==> src/paz_pkg.sv <==
// Constants, command carrier and state codes of the auto-zero sequencer.
// Assumes a 250 MHz core clock; angles are in units of 0.1 millidegree.
package paz_pkg;

  // Clock rate and settle time
  localparam int unsigned CLK_MHZ = 250;
  localparam int unsigned SETTLE_MS = 660;
  localparam int unsigned SETTLE_CYC = SETTLE_MS * 1000 * CLK_MHZ;

  // Angles in 0.1 millidegree units
  localparam logic [31:0] PH_PLUS90 = 32'h000d_bba0;
  localparam logic [31:0] PH_MINUS90 = 32'hfff2_4460;
  localparam logic [31:0] PH_ZERO = 32'h0000_0000;
  localparam logic [31:0] AZ_FREQ_HZ = 32'h0000_1000;
  localparam logic [31:0] SW_NORMAL = 32'h0000_0000;
  localparam logic [31:0] SW_REVERSE = 32'h0000_0001;

  // Register indices on the address port
  localparam int AW = 4;
  localparam logic [AW-1:0] REG_CTRL = 4'h0;
  localparam logic [AW-1:0] REG_STATUS = 4'h1;
  localparam logic [AW-1:0] REG_NORMAL_CAL_FACTOR = 4'h2;
  localparam logic [AW-1:0] REG_REVERSE_CAL_FACTOR = 4'h3;
  localparam logic [AW-1:0] REG_READ_TOL = 4'h4;
  localparam logic [AW-1:0] REG_FINAL_TOL = 4'h5;
  localparam logic [AW-1:0] REG_MAX_ITER = 4'h6;
  localparam logic [AW-1:0] REG_RANGE_OFS = 4'h7;
  localparam logic [AW-1:0] REG_ORIG_FREQ = 4'h8;
  localparam logic [AW-1:0] REG_ATTEN_CORR = 4'h9;
  localparam logic [AW-1:0] REG_FREQ_ADJ = 4'ha;
  localparam logic [AW-1:0] REG_CORR_ACC = 4'hb;
  localparam logic [AW-1:0] REG_ITER = 4'hc;

  // Control and status bit positions
  localparam int CTRL_START = 0;
  localparam int CTRL_CAL_ACK = 1;
  localparam int ST_BUSY = 0;
  localparam int ST_DONE = 1;
  localparam int ST_ERROR = 2;
  localparam int ST_CAL_REQ = 3;

  // Reset values
  localparam logic [15:0] CAL_RST = 16'h0100;
  localparam logic [15:0] READ_TOL_RST = 16'h0010;
  localparam logic [31:0] FINAL_TOL_RST = 32'h0000_0005;
  localparam logic [7:0] MAX_ITER_RST = 8'h10;

  // Commands to the phase processor and digitizer
  typedef enum logic [2:0] {
    PAZ_CMD_PHASE = 3'h0,
    PAZ_CMD_OFFSET = 3'h1,
    PAZ_CMD_FREQ = 3'h2,
    PAZ_CMD_SWITCH = 3'h3,
    PAZ_CMD_CONVERT = 3'h4
  } paz_cmd_kind_t;

  typedef struct packed {
    paz_cmd_kind_t kind;
    logic [31:0] data;
  } paz_cmd_t;

  typedef enum logic [11:0] {
    S_IDLE = 12'h001,
    S_FACTOR = 12'h002,
    S_CAL_WAIT = 12'h004,
    S_SETUP = 12'h008,
    S_COND_SW = 12'h010,
    S_COND_PH = 12'h020,
    S_SETTLE = 12'h040,
    S_READ = 12'h080,
    S_READ_EVAL = 12'h100,
    S_PASS_END = 12'h200,
    S_FINISH = 12'h400,
    S_SEND_WAIT = 12'h800
  } paz_state_t;

endpackage : paz_pkg

==> src/paz_sequencer.sv <==
// Auto-zero sequencer: four-condition phase detector null search.
// Assumes a processor/digitizer that answers each set-control pulse with a
// flag rising edge, and a result word held stable while the flag is high.
`timescale 1ns/1ps
`default_nettype none

module paz_sequencer #(
  parameter int unsigned SETTLE_CYCLES = paz_pkg::SETTLE_CYC
) (
  input wire logic core_clk_in,
  input wire logic rst_n_in,
  input wire logic [paz_pkg::AW-1:0] addr_in,
  input wire logic [31:0] wdata_in,
  input wire logic wr_in,
  input wire logic rd_in,
  output logic [31:0] rdata_out,
  input wire logic flag_in,
  input wire logic [15:0] reading_in,
  output logic sc_pulse_out,
  output paz_pkg::paz_cmd_t cmd_out
);
  import paz_pkg::*;

  paz_state_t state;
  paz_state_t ret_state;
  logic [2:0] flag_sync;
  logic flag_stable;
  logic [15:0] normal_cal_factor;
  logic [15:0] reverse_cal_factor;
  logic [15:0] read_tol;
  logic [31:0] final_tol;
  logic [7:0] max_iter;
  logic [31:0] range_ofs;
  logic [31:0] orig_freq;
  logic [31:0] atten_corr;
  logic [31:0] freq_adj;
  logic [31:0] correction_accumulator;
  logic [31:0] partial_correction_store;
  logic [7:0] iter;
  logic [7:0] retries;
  logic [1:0] cond;
  logic [2:0] nread;
  logic [1:0] fin_step;
  logic [17:0] read_sum;
  logic [15:0] prev_read;
  logic [31:0] settle_cnt;
  logic recal_done;
  logic busy;
  logic done;
  logic error;
  logic cal_req;

  // Absolute value of a signed word
  function automatic logic [31:0] abs32(input logic [31:0] v);
    abs32 = v[31] ? 32'(-v) : v;
  endfunction : abs32

  // Sign-extend a 16-bit reading
  function automatic logic [31:0] sx16(input logic [15:0] v);
    sx16 = {{16{v[15]}}, v};
  endfunction : sx16

  // Positive when tolerance exceeds the absolute difference
  function automatic logic convergence_check(input logic [31:0] diff,
                                             input logic [31:0] tol);
    convergence_check = tol > abs32(diff);
  endfunction : convergence_check

  // Condition table: plus angle for conditions 0 and 3, reversed for 2 and 3
  wire cond_plus = (cond == 2'd0) || (cond == 2'd3);
  wire cond_rev = cond[1];

  // Flag crosses in from the far side; counts once stages two and three agree
  wire flag_rise = flag_sync[1] & flag_sync[2] & ~flag_stable;
  wire flag_fall = ~flag_sync[1] & ~flag_sync[2] & flag_stable;

  // Register decode
  wire wr_ctrl = wr_in && (addr_in == REG_CTRL);
  wire start_req = wr_ctrl && wdata_in[CTRL_START];
  wire cal_ack = wr_ctrl && wdata_in[CTRL_CAL_ACK];
  wire cfg_wr = wr_in && !busy;

  // Factor comparison: larger over smaller by more than 25 percent
  wire swap_need = reverse_cal_factor > normal_cal_factor;
  wire [15:0] big_f = swap_need ? reverse_cal_factor : normal_cal_factor;
  wire [15:0] small_f = swap_need ? normal_cal_factor : reverse_cal_factor;
  wire [19:0] big_x4 = {2'b00, big_f, 2'b00};
  wire [19:0] small_x5 = {2'b00, small_f, 2'b00} + {4'h0, small_f};
  wire ratio_bad = big_x4 > small_x5;

  // Reading checks and condition average scaled by the larger factor
  wire [31:0] new_read = sx16(reading_in);
  wire [31:0] read_diff = new_read - sx16(prev_read);
  wire read_bad = (nread != 3'd0) &&
                  (abs32(read_diff) > {16'h0000, read_tol});
  wire [17:0] next_sum = read_sum + {{2{reading_in[15]}}, reading_in};
  // Signed shift, so a negative sum stays negative after the divide by four
  wire [31:0] cond_avg = $signed({{14{next_sum[17]}}, next_sum}) >>> 2;
  wire [31:0] cal_div = (normal_cal_factor == 16'h0000) ? 32'h0000_0001 :
                        {16'h0000, normal_cal_factor};
  wire signed [31:0] scaled = $signed(cond_avg) / $signed(cal_div);
  wire [31:0] next_partial = cond_plus ?
                             partial_correction_store + 32'(scaled) :
                             partial_correction_store - 32'(scaled);
  wire [31:0] pass_avg = $signed(partial_correction_store) >>> 2;
  wire [31:0] next_acc = correction_accumulator + pass_avg;

  // Register read mux, answered one cycle after the strobe
  logic [31:0] rd_mux;
  always_comb
  begin
    rd_mux = 32'h0000_0000;
    unique case (addr_in)
      REG_STATUS: rd_mux = {28'h0, cal_req, error, done, busy};
      REG_NORMAL_CAL_FACTOR: rd_mux = {16'h0000, normal_cal_factor};
      REG_REVERSE_CAL_FACTOR: rd_mux = {16'h0000, reverse_cal_factor};
      REG_READ_TOL: rd_mux = {16'h0000, read_tol};
      REG_FINAL_TOL: rd_mux = final_tol;
      REG_MAX_ITER: rd_mux = {24'h000000, max_iter};
      REG_RANGE_OFS: rd_mux = range_ofs;
      REG_ORIG_FREQ: rd_mux = orig_freq;
      REG_ATTEN_CORR: rd_mux = atten_corr;
      REG_FREQ_ADJ: rd_mux = freq_adj;
      REG_CORR_ACC: rd_mux = correction_accumulator;
      REG_ITER: rd_mux = {24'h000000, iter};
      default: rd_mux = 32'h0000_0000;
    endcase
  end

  // Read data register
  always_ff @(posedge core_clk_in or negedge rst_n_in)
  begin
    if (!rst_n_in)
      rdata_out <= 32'h0000_0000;
    else
      rdata_out <= rd_in ? rd_mux : 32'h0000_0000;
  end

  // Three-stage flag synchroniser and its settled level
  always_ff @(posedge core_clk_in or negedge rst_n_in)
  begin
    if (!rst_n_in)
    begin
      flag_sync <= 3'b000;
      flag_stable <= 1'b0;
    end
    else
    begin
      flag_sync <= {flag_sync[1:0], flag_in};
      if (flag_rise || flag_fall)
        flag_stable <= flag_sync[2];
    end
  end

  // Configuration registers; frozen while a run is in progress
  always_ff @(posedge core_clk_in or negedge rst_n_in)
  begin
    if (!rst_n_in)
    begin
      read_tol <= READ_TOL_RST;
      final_tol <= FINAL_TOL_RST;
      max_iter <= MAX_ITER_RST;
      range_ofs <= 32'h0000_0000;
      orig_freq <= 32'h0000_0000;
      atten_corr <= 32'h0000_0000;
      freq_adj <= 32'h0000_0000;
    end
    else if (cfg_wr)
    begin
      unique case (addr_in)
        REG_READ_TOL: read_tol <= wdata_in[15:0];
        REG_FINAL_TOL: final_tol <= wdata_in;
        REG_MAX_ITER: max_iter <= wdata_in[7:0];
        REG_RANGE_OFS: range_ofs <= wdata_in;
        REG_ORIG_FREQ: orig_freq <= wdata_in;
        REG_ATTEN_CORR: atten_corr <= wdata_in;
        REG_FREQ_ADJ: freq_adj <= wdata_in;
        default: ;
      endcase
    end
  end

  // Main sequencer; every command goes out through the send-wait state
  always_ff @(posedge core_clk_in or negedge rst_n_in)
  begin
    if (!rst_n_in)
    begin
      state <= S_IDLE;
      ret_state <= S_IDLE;
      sc_pulse_out <= 1'b0;
      cmd_out <= '{kind: PAZ_CMD_PHASE, data: 32'h0000_0000};
      normal_cal_factor <= CAL_RST;
      reverse_cal_factor <= CAL_RST;
      correction_accumulator <= 32'h0000_0000;
      partial_correction_store <= 32'h0000_0000;
      iter <= 8'h00;
      retries <= 8'h00;
      cond <= 2'd0;
      nread <= 3'd0;
      fin_step <= 2'd0;
      read_sum <= 18'h00000;
      prev_read <= 16'h0000;
      settle_cnt <= 32'h0000_0000;
      recal_done <= 1'b0;
      busy <= 1'b0;
      done <= 1'b0;
      error <= 1'b0;
      cal_req <= 1'b0;
    end
    else
    begin
      sc_pulse_out <= 1'b0;
      if (!busy && wr_in && addr_in == REG_NORMAL_CAL_FACTOR)
        normal_cal_factor <= wdata_in[15:0];
      if (!busy && wr_in && addr_in == REG_REVERSE_CAL_FACTOR)
        reverse_cal_factor <= wdata_in[15:0];
      unique case (state)
        S_IDLE:
        begin
          if (start_req)
          begin
            busy <= 1'b1;
            done <= 1'b0;
            error <= 1'b0;
            recal_done <= 1'b0;
            correction_accumulator <= 32'h0000_0000;
            iter <= 8'h00;
            state <= S_FACTOR;
          end
        end
        S_FACTOR:
        begin
          normal_cal_factor <= big_f;
          reverse_cal_factor <= small_f;
          if (ratio_bad && !recal_done)
          begin
            cal_req <= 1'b1;
            state <= S_CAL_WAIT;
          end
          else
            state <= S_SETUP;
        end
        S_CAL_WAIT:
        begin
          // Software remeasures and rewrites the factors, then acknowledges
          if (wr_in && addr_in == REG_NORMAL_CAL_FACTOR)
            normal_cal_factor <= wdata_in[15:0];
          if (wr_in && addr_in == REG_REVERSE_CAL_FACTOR)
            reverse_cal_factor <= wdata_in[15:0];
          if (cal_ack)
          begin
            cal_req <= 1'b0;
            recal_done <= 1'b1;
            state <= S_FACTOR;
          end
        end
        S_SETUP:
        begin
          cmd_out <= '{kind: PAZ_CMD_FREQ, data: AZ_FREQ_HZ};
          sc_pulse_out <= 1'b1;
          cond <= 2'd0;
          partial_correction_store <= 32'h0000_0000;
          ret_state <= S_COND_SW;
          state <= S_SEND_WAIT;
        end
        S_COND_SW:
        begin
          cmd_out <= '{kind: PAZ_CMD_SWITCH,
                       data: cond_rev ? SW_REVERSE : SW_NORMAL};
          sc_pulse_out <= 1'b1;
          ret_state <= S_COND_PH;
          state <= S_SEND_WAIT;
        end
        S_COND_PH:
        begin
          cmd_out <= '{kind: PAZ_CMD_PHASE,
                       data: cond_plus ? PH_PLUS90 : PH_MINUS90};
          sc_pulse_out <= 1'b1;
          settle_cnt <= 32'h0000_0000;
          nread <= 3'd0;
          retries <= 8'h00;
          read_sum <= 18'h00000;
          ret_state <= S_SETTLE;
          state <= S_SEND_WAIT;
        end
        S_SETTLE:
        begin
          // Long settle counter; the parameter lets simulation shorten it
          if (settle_cnt >= SETTLE_CYCLES - 1)
            state <= S_READ;
          else
            settle_cnt <= settle_cnt + 32'h0000_0001;
        end
        S_READ:
        begin
          cmd_out <= '{kind: PAZ_CMD_CONVERT, data: 32'h0000_0000};
          sc_pulse_out <= 1'b1;
          ret_state <= S_READ_EVAL;
          state <= S_SEND_WAIT;
        end
        S_READ_EVAL:
        begin
          if (read_bad)
          begin
            // Detector still moving: retake, but never forever
            prev_read <= reading_in;
            retries <= retries + 8'h01;
            if (retries + 8'h01 >= max_iter)
            begin
              error <= 1'b1;
              state <= S_FINISH;
              fin_step <= 2'd1;
            end
            else
              state <= S_READ;
          end
          else if (nread == 3'd3)
          begin
            partial_correction_store <= next_partial;
            if (cond == 2'd3)
              state <= S_PASS_END;
            else
            begin
              cond <= cond + 2'd1;
              state <= S_COND_SW;
            end
          end
          else
          begin
            prev_read <= reading_in;
            read_sum <= next_sum;
            nread <= nread + 3'd1;
            state <= S_READ;
          end
        end
        S_PASS_END:
        begin
          correction_accumulator <= next_acc;
          cmd_out <= '{kind: PAZ_CMD_OFFSET,
                       data: next_acc + range_ofs};
          sc_pulse_out <= 1'b1;
          iter <= iter + 8'h01;
          if (convergence_check(pass_avg, final_tol))
          begin
            fin_step <= 2'd0;
            ret_state <= S_FINISH;
          end
          else if (iter + 8'h01 >= max_iter)
          begin
            error <= 1'b1;
            fin_step <= 2'd1;
            ret_state <= S_FINISH;
          end
          else
            ret_state <= S_SETUP;
          state <= S_SEND_WAIT;
        end
        S_FINISH:
        begin
          sc_pulse_out <= 1'b1;
          fin_step <= fin_step + 2'd1;
          ret_state <= (fin_step == 2'd3) ? S_IDLE : S_FINISH;
          state <= S_SEND_WAIT;
          unique case (fin_step)
            2'd0:
            begin
              correction_accumulator <= correction_accumulator +
                                        atten_corr + freq_adj;
              cmd_out <= '{kind: PAZ_CMD_OFFSET,
                           data: correction_accumulator + atten_corr +
                                 freq_adj + range_ofs};
            end
            2'd1: cmd_out <= '{kind: PAZ_CMD_FREQ, data: orig_freq};
            2'd2: cmd_out <= '{kind: PAZ_CMD_SWITCH, data: SW_NORMAL};
            2'd3: cmd_out <= '{kind: PAZ_CMD_PHASE, data: PH_ZERO};
          endcase
        end
        S_SEND_WAIT:
        begin
          // Hold the command until the far side flags completion
          if (flag_rise)
          begin
            state <= ret_state;
            if (ret_state == S_IDLE)
            begin
              busy <= 1'b0;
              done <= 1'b1;
            end
          end
        end
        default: state <= S_IDLE;
      endcase
    end
  end

  // Every pass sends four switch and four phase steps before its offset
  logic [3:0] pass_steps;
  always_ff @(posedge core_clk_in or negedge rst_n_in)
  begin
    if (!rst_n_in)
      pass_steps <= 4'h0;
    else if (state == S_SETUP)
      pass_steps <= 4'h0;
    else if (state == S_COND_PH)
      pass_steps <= pass_steps + 4'h1;
  end

  pass_four_conds_a: assert property (@(posedge core_clk_in)
    disable iff (!rst_n_in)
    state == S_PASS_END |-> pass_steps == 4'h4)
    else $error("offset sent before four conditions");

  phase_sign_a: assert property (@(posedge core_clk_in)
    disable iff (!rst_n_in)
    sc_pulse_out && cmd_out.kind == PAZ_CMD_PHASE && busy && !done &&
    state == S_SEND_WAIT && ret_state == S_SETTLE |->
    cmd_out.data == ((pass_steps == 4'h1 || pass_steps == 4'h4) ?
                     PH_PLUS90 : PH_MINUS90))
    else $error("wrong phase for condition");

  switch_order_a: assert property (@(posedge core_clk_in)
    disable iff (!rst_n_in)
    sc_pulse_out && state == S_SEND_WAIT && ret_state == S_COND_PH |->
    cmd_out.kind == PAZ_CMD_SWITCH &&
    cmd_out.data == (pass_steps[1] ? SW_REVERSE : SW_NORMAL))
    else $error("wrong switch for condition");

  settle_wait_a: assert property (@(posedge core_clk_in)
    disable iff (!rst_n_in)
    $rose(state == S_READ) && $past(state) == S_SETTLE |->
    $past(settle_cnt) >= SETTLE_CYCLES - 1)
    else $error("reading started before settle time");

  sc_single_a: assert property (@(posedge core_clk_in)
    disable iff (!rst_n_in)
    sc_pulse_out |=> !sc_pulse_out && state == S_SEND_WAIT)
    else $error("set-control not a single pulse");

  flag_return_a: assert property (@(posedge core_clk_in)
    disable iff (!rst_n_in)
    state == S_SEND_WAIT && flag_rise |=> state == $past(ret_state))
    else $error("flag did not release the wait");

  factor_order_a: assert property (@(posedge core_clk_in)
    disable iff (!rst_n_in)
    $past(state) == S_FACTOR && state == S_SETUP |->
    normal_cal_factor >= reverse_cal_factor)
    else $error("normal factor not the larger");

  recal_once_a: assert property (@(posedge core_clk_in)
    disable iff (!rst_n_in)
    state == S_CAL_WAIT |-> !recal_done && cal_req)
    else $error("redetermination requested twice");

  acc_update_a: assert property (@(posedge core_clk_in)
    disable iff (!rst_n_in)
    state == S_PASS_END |=> cmd_out.kind == PAZ_CMD_OFFSET &&
    cmd_out.data == correction_accumulator + range_ofs)
    else $error("offset differs from accumulator plus range");

  iter_limit_a: assert property (@(posedge core_clk_in)
    disable iff (!rst_n_in)
    busy && max_iter != 8'h00 |-> iter <= max_iter)
    else $error("iteration limit overrun");

endmodule : paz_sequencer

`default_nettype wire

==> config.mk <==
export PLATFORM = sky130hd
export DESIGN_NAME = paz_sequencer
export DESIGN_NICKNAME = d
export VERILOG_FILES = /design/src/paz_pkg.sv /design/src/paz_sequencer.sv
export SDC_FILE = /design/constraint.sdc
export NUM_CORES = 2
export LEC_CHECK = 0
export ABC_AREA = 1
export BUFFER_PORTS_ARGS = -buffer_cell sky130_fd_sc_hd__buf_4
export CAP_MARGIN = 0
export CORE_MARGIN = 3
export CORE_UTILIZATION = 55
export CTS_CLUSTER_SIZE = 40
export DETAILED_ROUTE_END_ITERATION = 6
export PLACE_DENSITY = 0.74
export SYNTH_ARGS = -nofsm -noshare
export SYNTH_HDL_FRONTEND = slang
export SYNTH_SLANG_ARGS = --single-unit
export TNS_END_PERCENT = 100
==> constraint.sdc <==
create_clock -name core_clk_in -period 85.3 [get_ports core_clk_in]
set_clock_uncertainty 0.15 [all_clocks]
set_input_delay 8.53 -clock core_clk_in [delete_from_list [all_inputs] [get_ports core_clk_in]]
set_output_delay 8.53 -clock core_clk_in [all_outputs]
set_load 0.01 [all_outputs]
==> metrics.txt <==
global placement routability congestion=slightly above 1; most frequent cells in the layout=sky130_fd_sc_hd__nand2_1, sky130_fd_sc_hd__inv_1, sky130_fd_sc_hd__buf_4, sky130_fd_sc_hd__o21ai_0, sky130_fd_sc_hd__ha_1; kind of critical path=in -> reg; number of cells traversed by the worst hold path=0; number of detailed-route iterations in the first pass=7; end point of the most critical hold path=flag_sync[1]$_DFF_PN0_; via count of the first global-routing pass=around 60000; Syn Inst Count=8748; part of the Yosys area used for sequential elements=approximately a fifth; async set or reset register ratio after synthesis=100%; total I/O pin count=between 100 and 150; clk sink count=between 400 and 500; Area growth, synth to finish=21.7%; Wirelength per Cell=between 15 and 20 um; number of placed instances with taps included=approximately 11000; number of nets still failing antenna checks after routing=0; cell depth of the worst flop-to-flop path=around 640; deepest clock path buffer count=3; Routed Wire Length=around 210000 um; core utilization of the finished layout=about two thirds; cell area after synthesis=a little under 60000 um2; Port Buffer Count=about 120; cts bufs inserted=approximately 50; DIE AREA=between 100000 and 150000 um2; most frequent CP cell=sky130_fd_sc_hd__a21oi_2; post-synthesis area per instance=roughly 6.7 um2; number of warning messages in the yosys log=0; post-route fraction of the period consumed by the critical path=100%; die outline height=333 um; flop-to-flop setup slack=6.06 ns; cell type of the slowest stage on the worst timing path=sky130_fd_sc_hd__fa_2; count of nets after finishing=10326; clock period minus worst slack=around 86 ns; Initial Utilization=between 50% and 60%; flip-flop and latch count after synthesis=approximately 460; Slew Limit Fails=0; violation count after the first detailed-route iteration=approximately 5600; clock insertion delay at the later pin of the skew report=0.64 ns; max-cap violation count=0; Final Worst Setup Slack=-0.310 ns; largest stage delay on the critical path=around 0.42 ns; core area=106000 um2; unrepaired setup endpoints after global routing=true; CP max FO=8; number of vias per cell=approximately 6; Max Fclk=between 10 and 15 MHz; Post-CTS Hold Buffers=0; count of standard-cell rows=119; start point of the worst hold path=flag_sync[0]$_DFF_PN0_; Vias=roughly 64000; post-layout instance count excluding filler cells=around 11000; fraction of final layout cells sized beyond drive strength 1=20.4%; first-pass GRT wire length=approximately 310000 um; CP startpoint kind=primary input; die boundary width=333 um; worst flop-to-flop path startpoint=normal_cal_factor[15]$_DFF_PN0_; clock-pin slew of the registers on the worst-case setup and hold paths=around 0.060 ns; DRC violations left=5; result of the run=finished, violations left; H-tree level count=2; data required time of the worst path=85.65 ns; top_reg_cell synth=sky130_fd_sc_hd__dfrtp_1; Setup Viol. Count Final=1; Relative slew margins=about 14%; violations in the final reports=DRC, setup timing; reg-to-reg endpoint=partial_correction_store[31]$_DFFE_PN0P_; CTS tree=built; GR Overflow Total=0; endpoints failing hold=0; initial antenna violation count=3; category of the worst setup path capture point=flip-flop; Worst EP arrival=85.96 ns; largest net degree at the start of global routing=between 150 and 200; overall fraction of global-route tracks in use=34.5%; number of flops mapped to enable cells by yosys=0; actual slew at the worst max-slew pin=between 1 and 1.5 ns; Clock Tree Root=sky130_fd_sc_hd__clkbuf_16; DP Wirelength=~150000 um; most frequent standard cell in the layout excluding fill and tap cells=sky130_fd_sc_hd__nand2_1; number of different library cells in the post-synthesis netlist=90; Tightest Hold Check Type=reg -> reg
[routing by layer]
metal | vias up | track usage, % | routed length (um)
met2 | 2667 | 59.8 | 97000
met1 | 29779 | 43.2 | 82200
li1 | 30721 | - | -
met5 | - | 0 | 0
met4 | 0 | 15.9 | 11800
met3 | 685 | 3.84 | 15300
[cell usage after synthesis (all sizes together), types with 8 or more instances]
library cell | count | share of area, %
a211oi | 12 | 0.15
a21o | 53 | 0.68
a21oi | 618 | 5.4
a221oi | 50 | 0.75
a22o | 8 | 0.12
a31oi | 61 | 0.65
a41oi | 11 | 0.16
and2 | 11 | 0.12
buf | 72 | 1.1
clkbuf | 139 | 0.89
clkinv | 18 | 0.12
dfrtp | 456 | 19
dfstp | 8 | 0.36
fa | 39 | 1.3
ha | 708 | 15
inv | 1223 | 7.8
nand2 | 2119 | 14
nand3 | 482 | 4.6
nand3b | 21 | 0.27
nand4 | 150 | 1.7
nor2 | 700 | 5.0
nor3 | 93 | 0.85
nor4 | 20 | 0.22
o2111ai | 14 | 0.21
o211ai | 15 | 0.19
o21a | 13 | 0.18
o21ai | 831 | 7.1
o21bai | 53 | 0.69
o221ai | 44 | 0.66
o22ai | 35 | 0.37
o31ai | 35 | 0.45
or2 | 58 | 0.62
xnor2 | 151 | 2.3
xor2 | 368 | 5.5
[stage by stage]
step	instance area, um2	TNS, ns	hold slack, ns	setup WS, ns
finish	71500	-0.310	0.213	-0.310
global route	71400	-92.29	0.238	-5.41
CTS	67800	0	0.223	0.00335
detailed placement	65400	-24.46	0.202	-2.89
global placement	65400	-0.0445	0.210	-0.0445
floorplan	60000	-102.10	0.181	-5.60
[flip-flops by register name, summed over array words and instances (netlist names), 2 cells and up]
register / count
fin_step: 2
reverse_cal_factor: 16
settle_cnt: 32
freq_adj: 32
range_ofs: 32
nread: 3
ret_state: 7
orig_freq: 32
partial_correction_store: 32
flag_sync: 3
final_tol: 32
read_tol: 16
normal_cal_factor: 16
read_sum: 18
max_iter: 8
cond: 2
rdata_out: 32
correction_accumulator: 32
atten_corr: 32
retries: 8
cmd_out: 34
state: 12
iter: 8
prev_read: 16
[critical path: cells and delay by family]
| family | cells | cell delay (ns) |
|---|---|---|
| and+or+nand+nor | 231 | 21.65 |
| adders and majority gates | 37 | 9.32 |
| buffers and inverters | 129 | 9.11 |
| AOI/OAI and AO/OA | 246 | 36.49 |
| xor gates and xnor gates | 4 | 0.78 |
[cell families (layout without fill, tap and decap cells)]
group,after synthesis,count (layout),synth area share [%]
other,2,20,0.0128
AND/OR/NAND/NOR,3664,3665,27.5
flip-flops,464,464,19.8
buffers and inverters,1452,2250,9.97
adder cells (fa/ha/maj),747,747,16.4
AO/OA/AOI/OAI,1892,1892,18.4
XOR/XNOR,519,519,7.75
multiplexers,8,8,0.139
[worst max path at each step]
stage	startpoint	endpoint	slack, ns
after floorplan	reading_in[0]	partial_correction_store[31]$_DFFE_PN0P_	-5.60
final	reading_in[0]	partial_correction_store[31]$_DFFE_PN0P_	-0.31
after global routing	reading_in[0]	partial_correction_store[31]$_DFFE_PN0P_	-5.41
after CTS	reading_in[0]	partial_correction_store[31]$_DFFE_PN0P_	0.003
after global placement	reading_in[0]	partial_correction_store[31]$_DFFE_PN0P_	-0.04
after detailed placement	reading_in[0]	partial_correction_store[31]$_DFFE_PN0P_	-2.89
[cell type report]
class | instances | area [um2]
antenna | 2 | 5.00
timing repair buffer | 915 | 7040
fill | 9013 | 34100
multi-input combinational | 6849 | 44500
clock inverter | 33 | 452
timing repair inverter | 2 | 13.8
inverter | 1241 | 4750
sequential | 464 | 11600
tap | 1391 | 1740
clock buffer | 59 | 1330
[what timing repair did]
item                                    CTS  global route
pin swaps                                74           518
gates resized for setup                  77           487
buffers inserted                         45           218
cloned                                    1             4
endpoints found under the setup margin   17            32
Power is not shown: default switching activity piles up to over one toggle a cycle in this logic, so the estimate is an artifact.
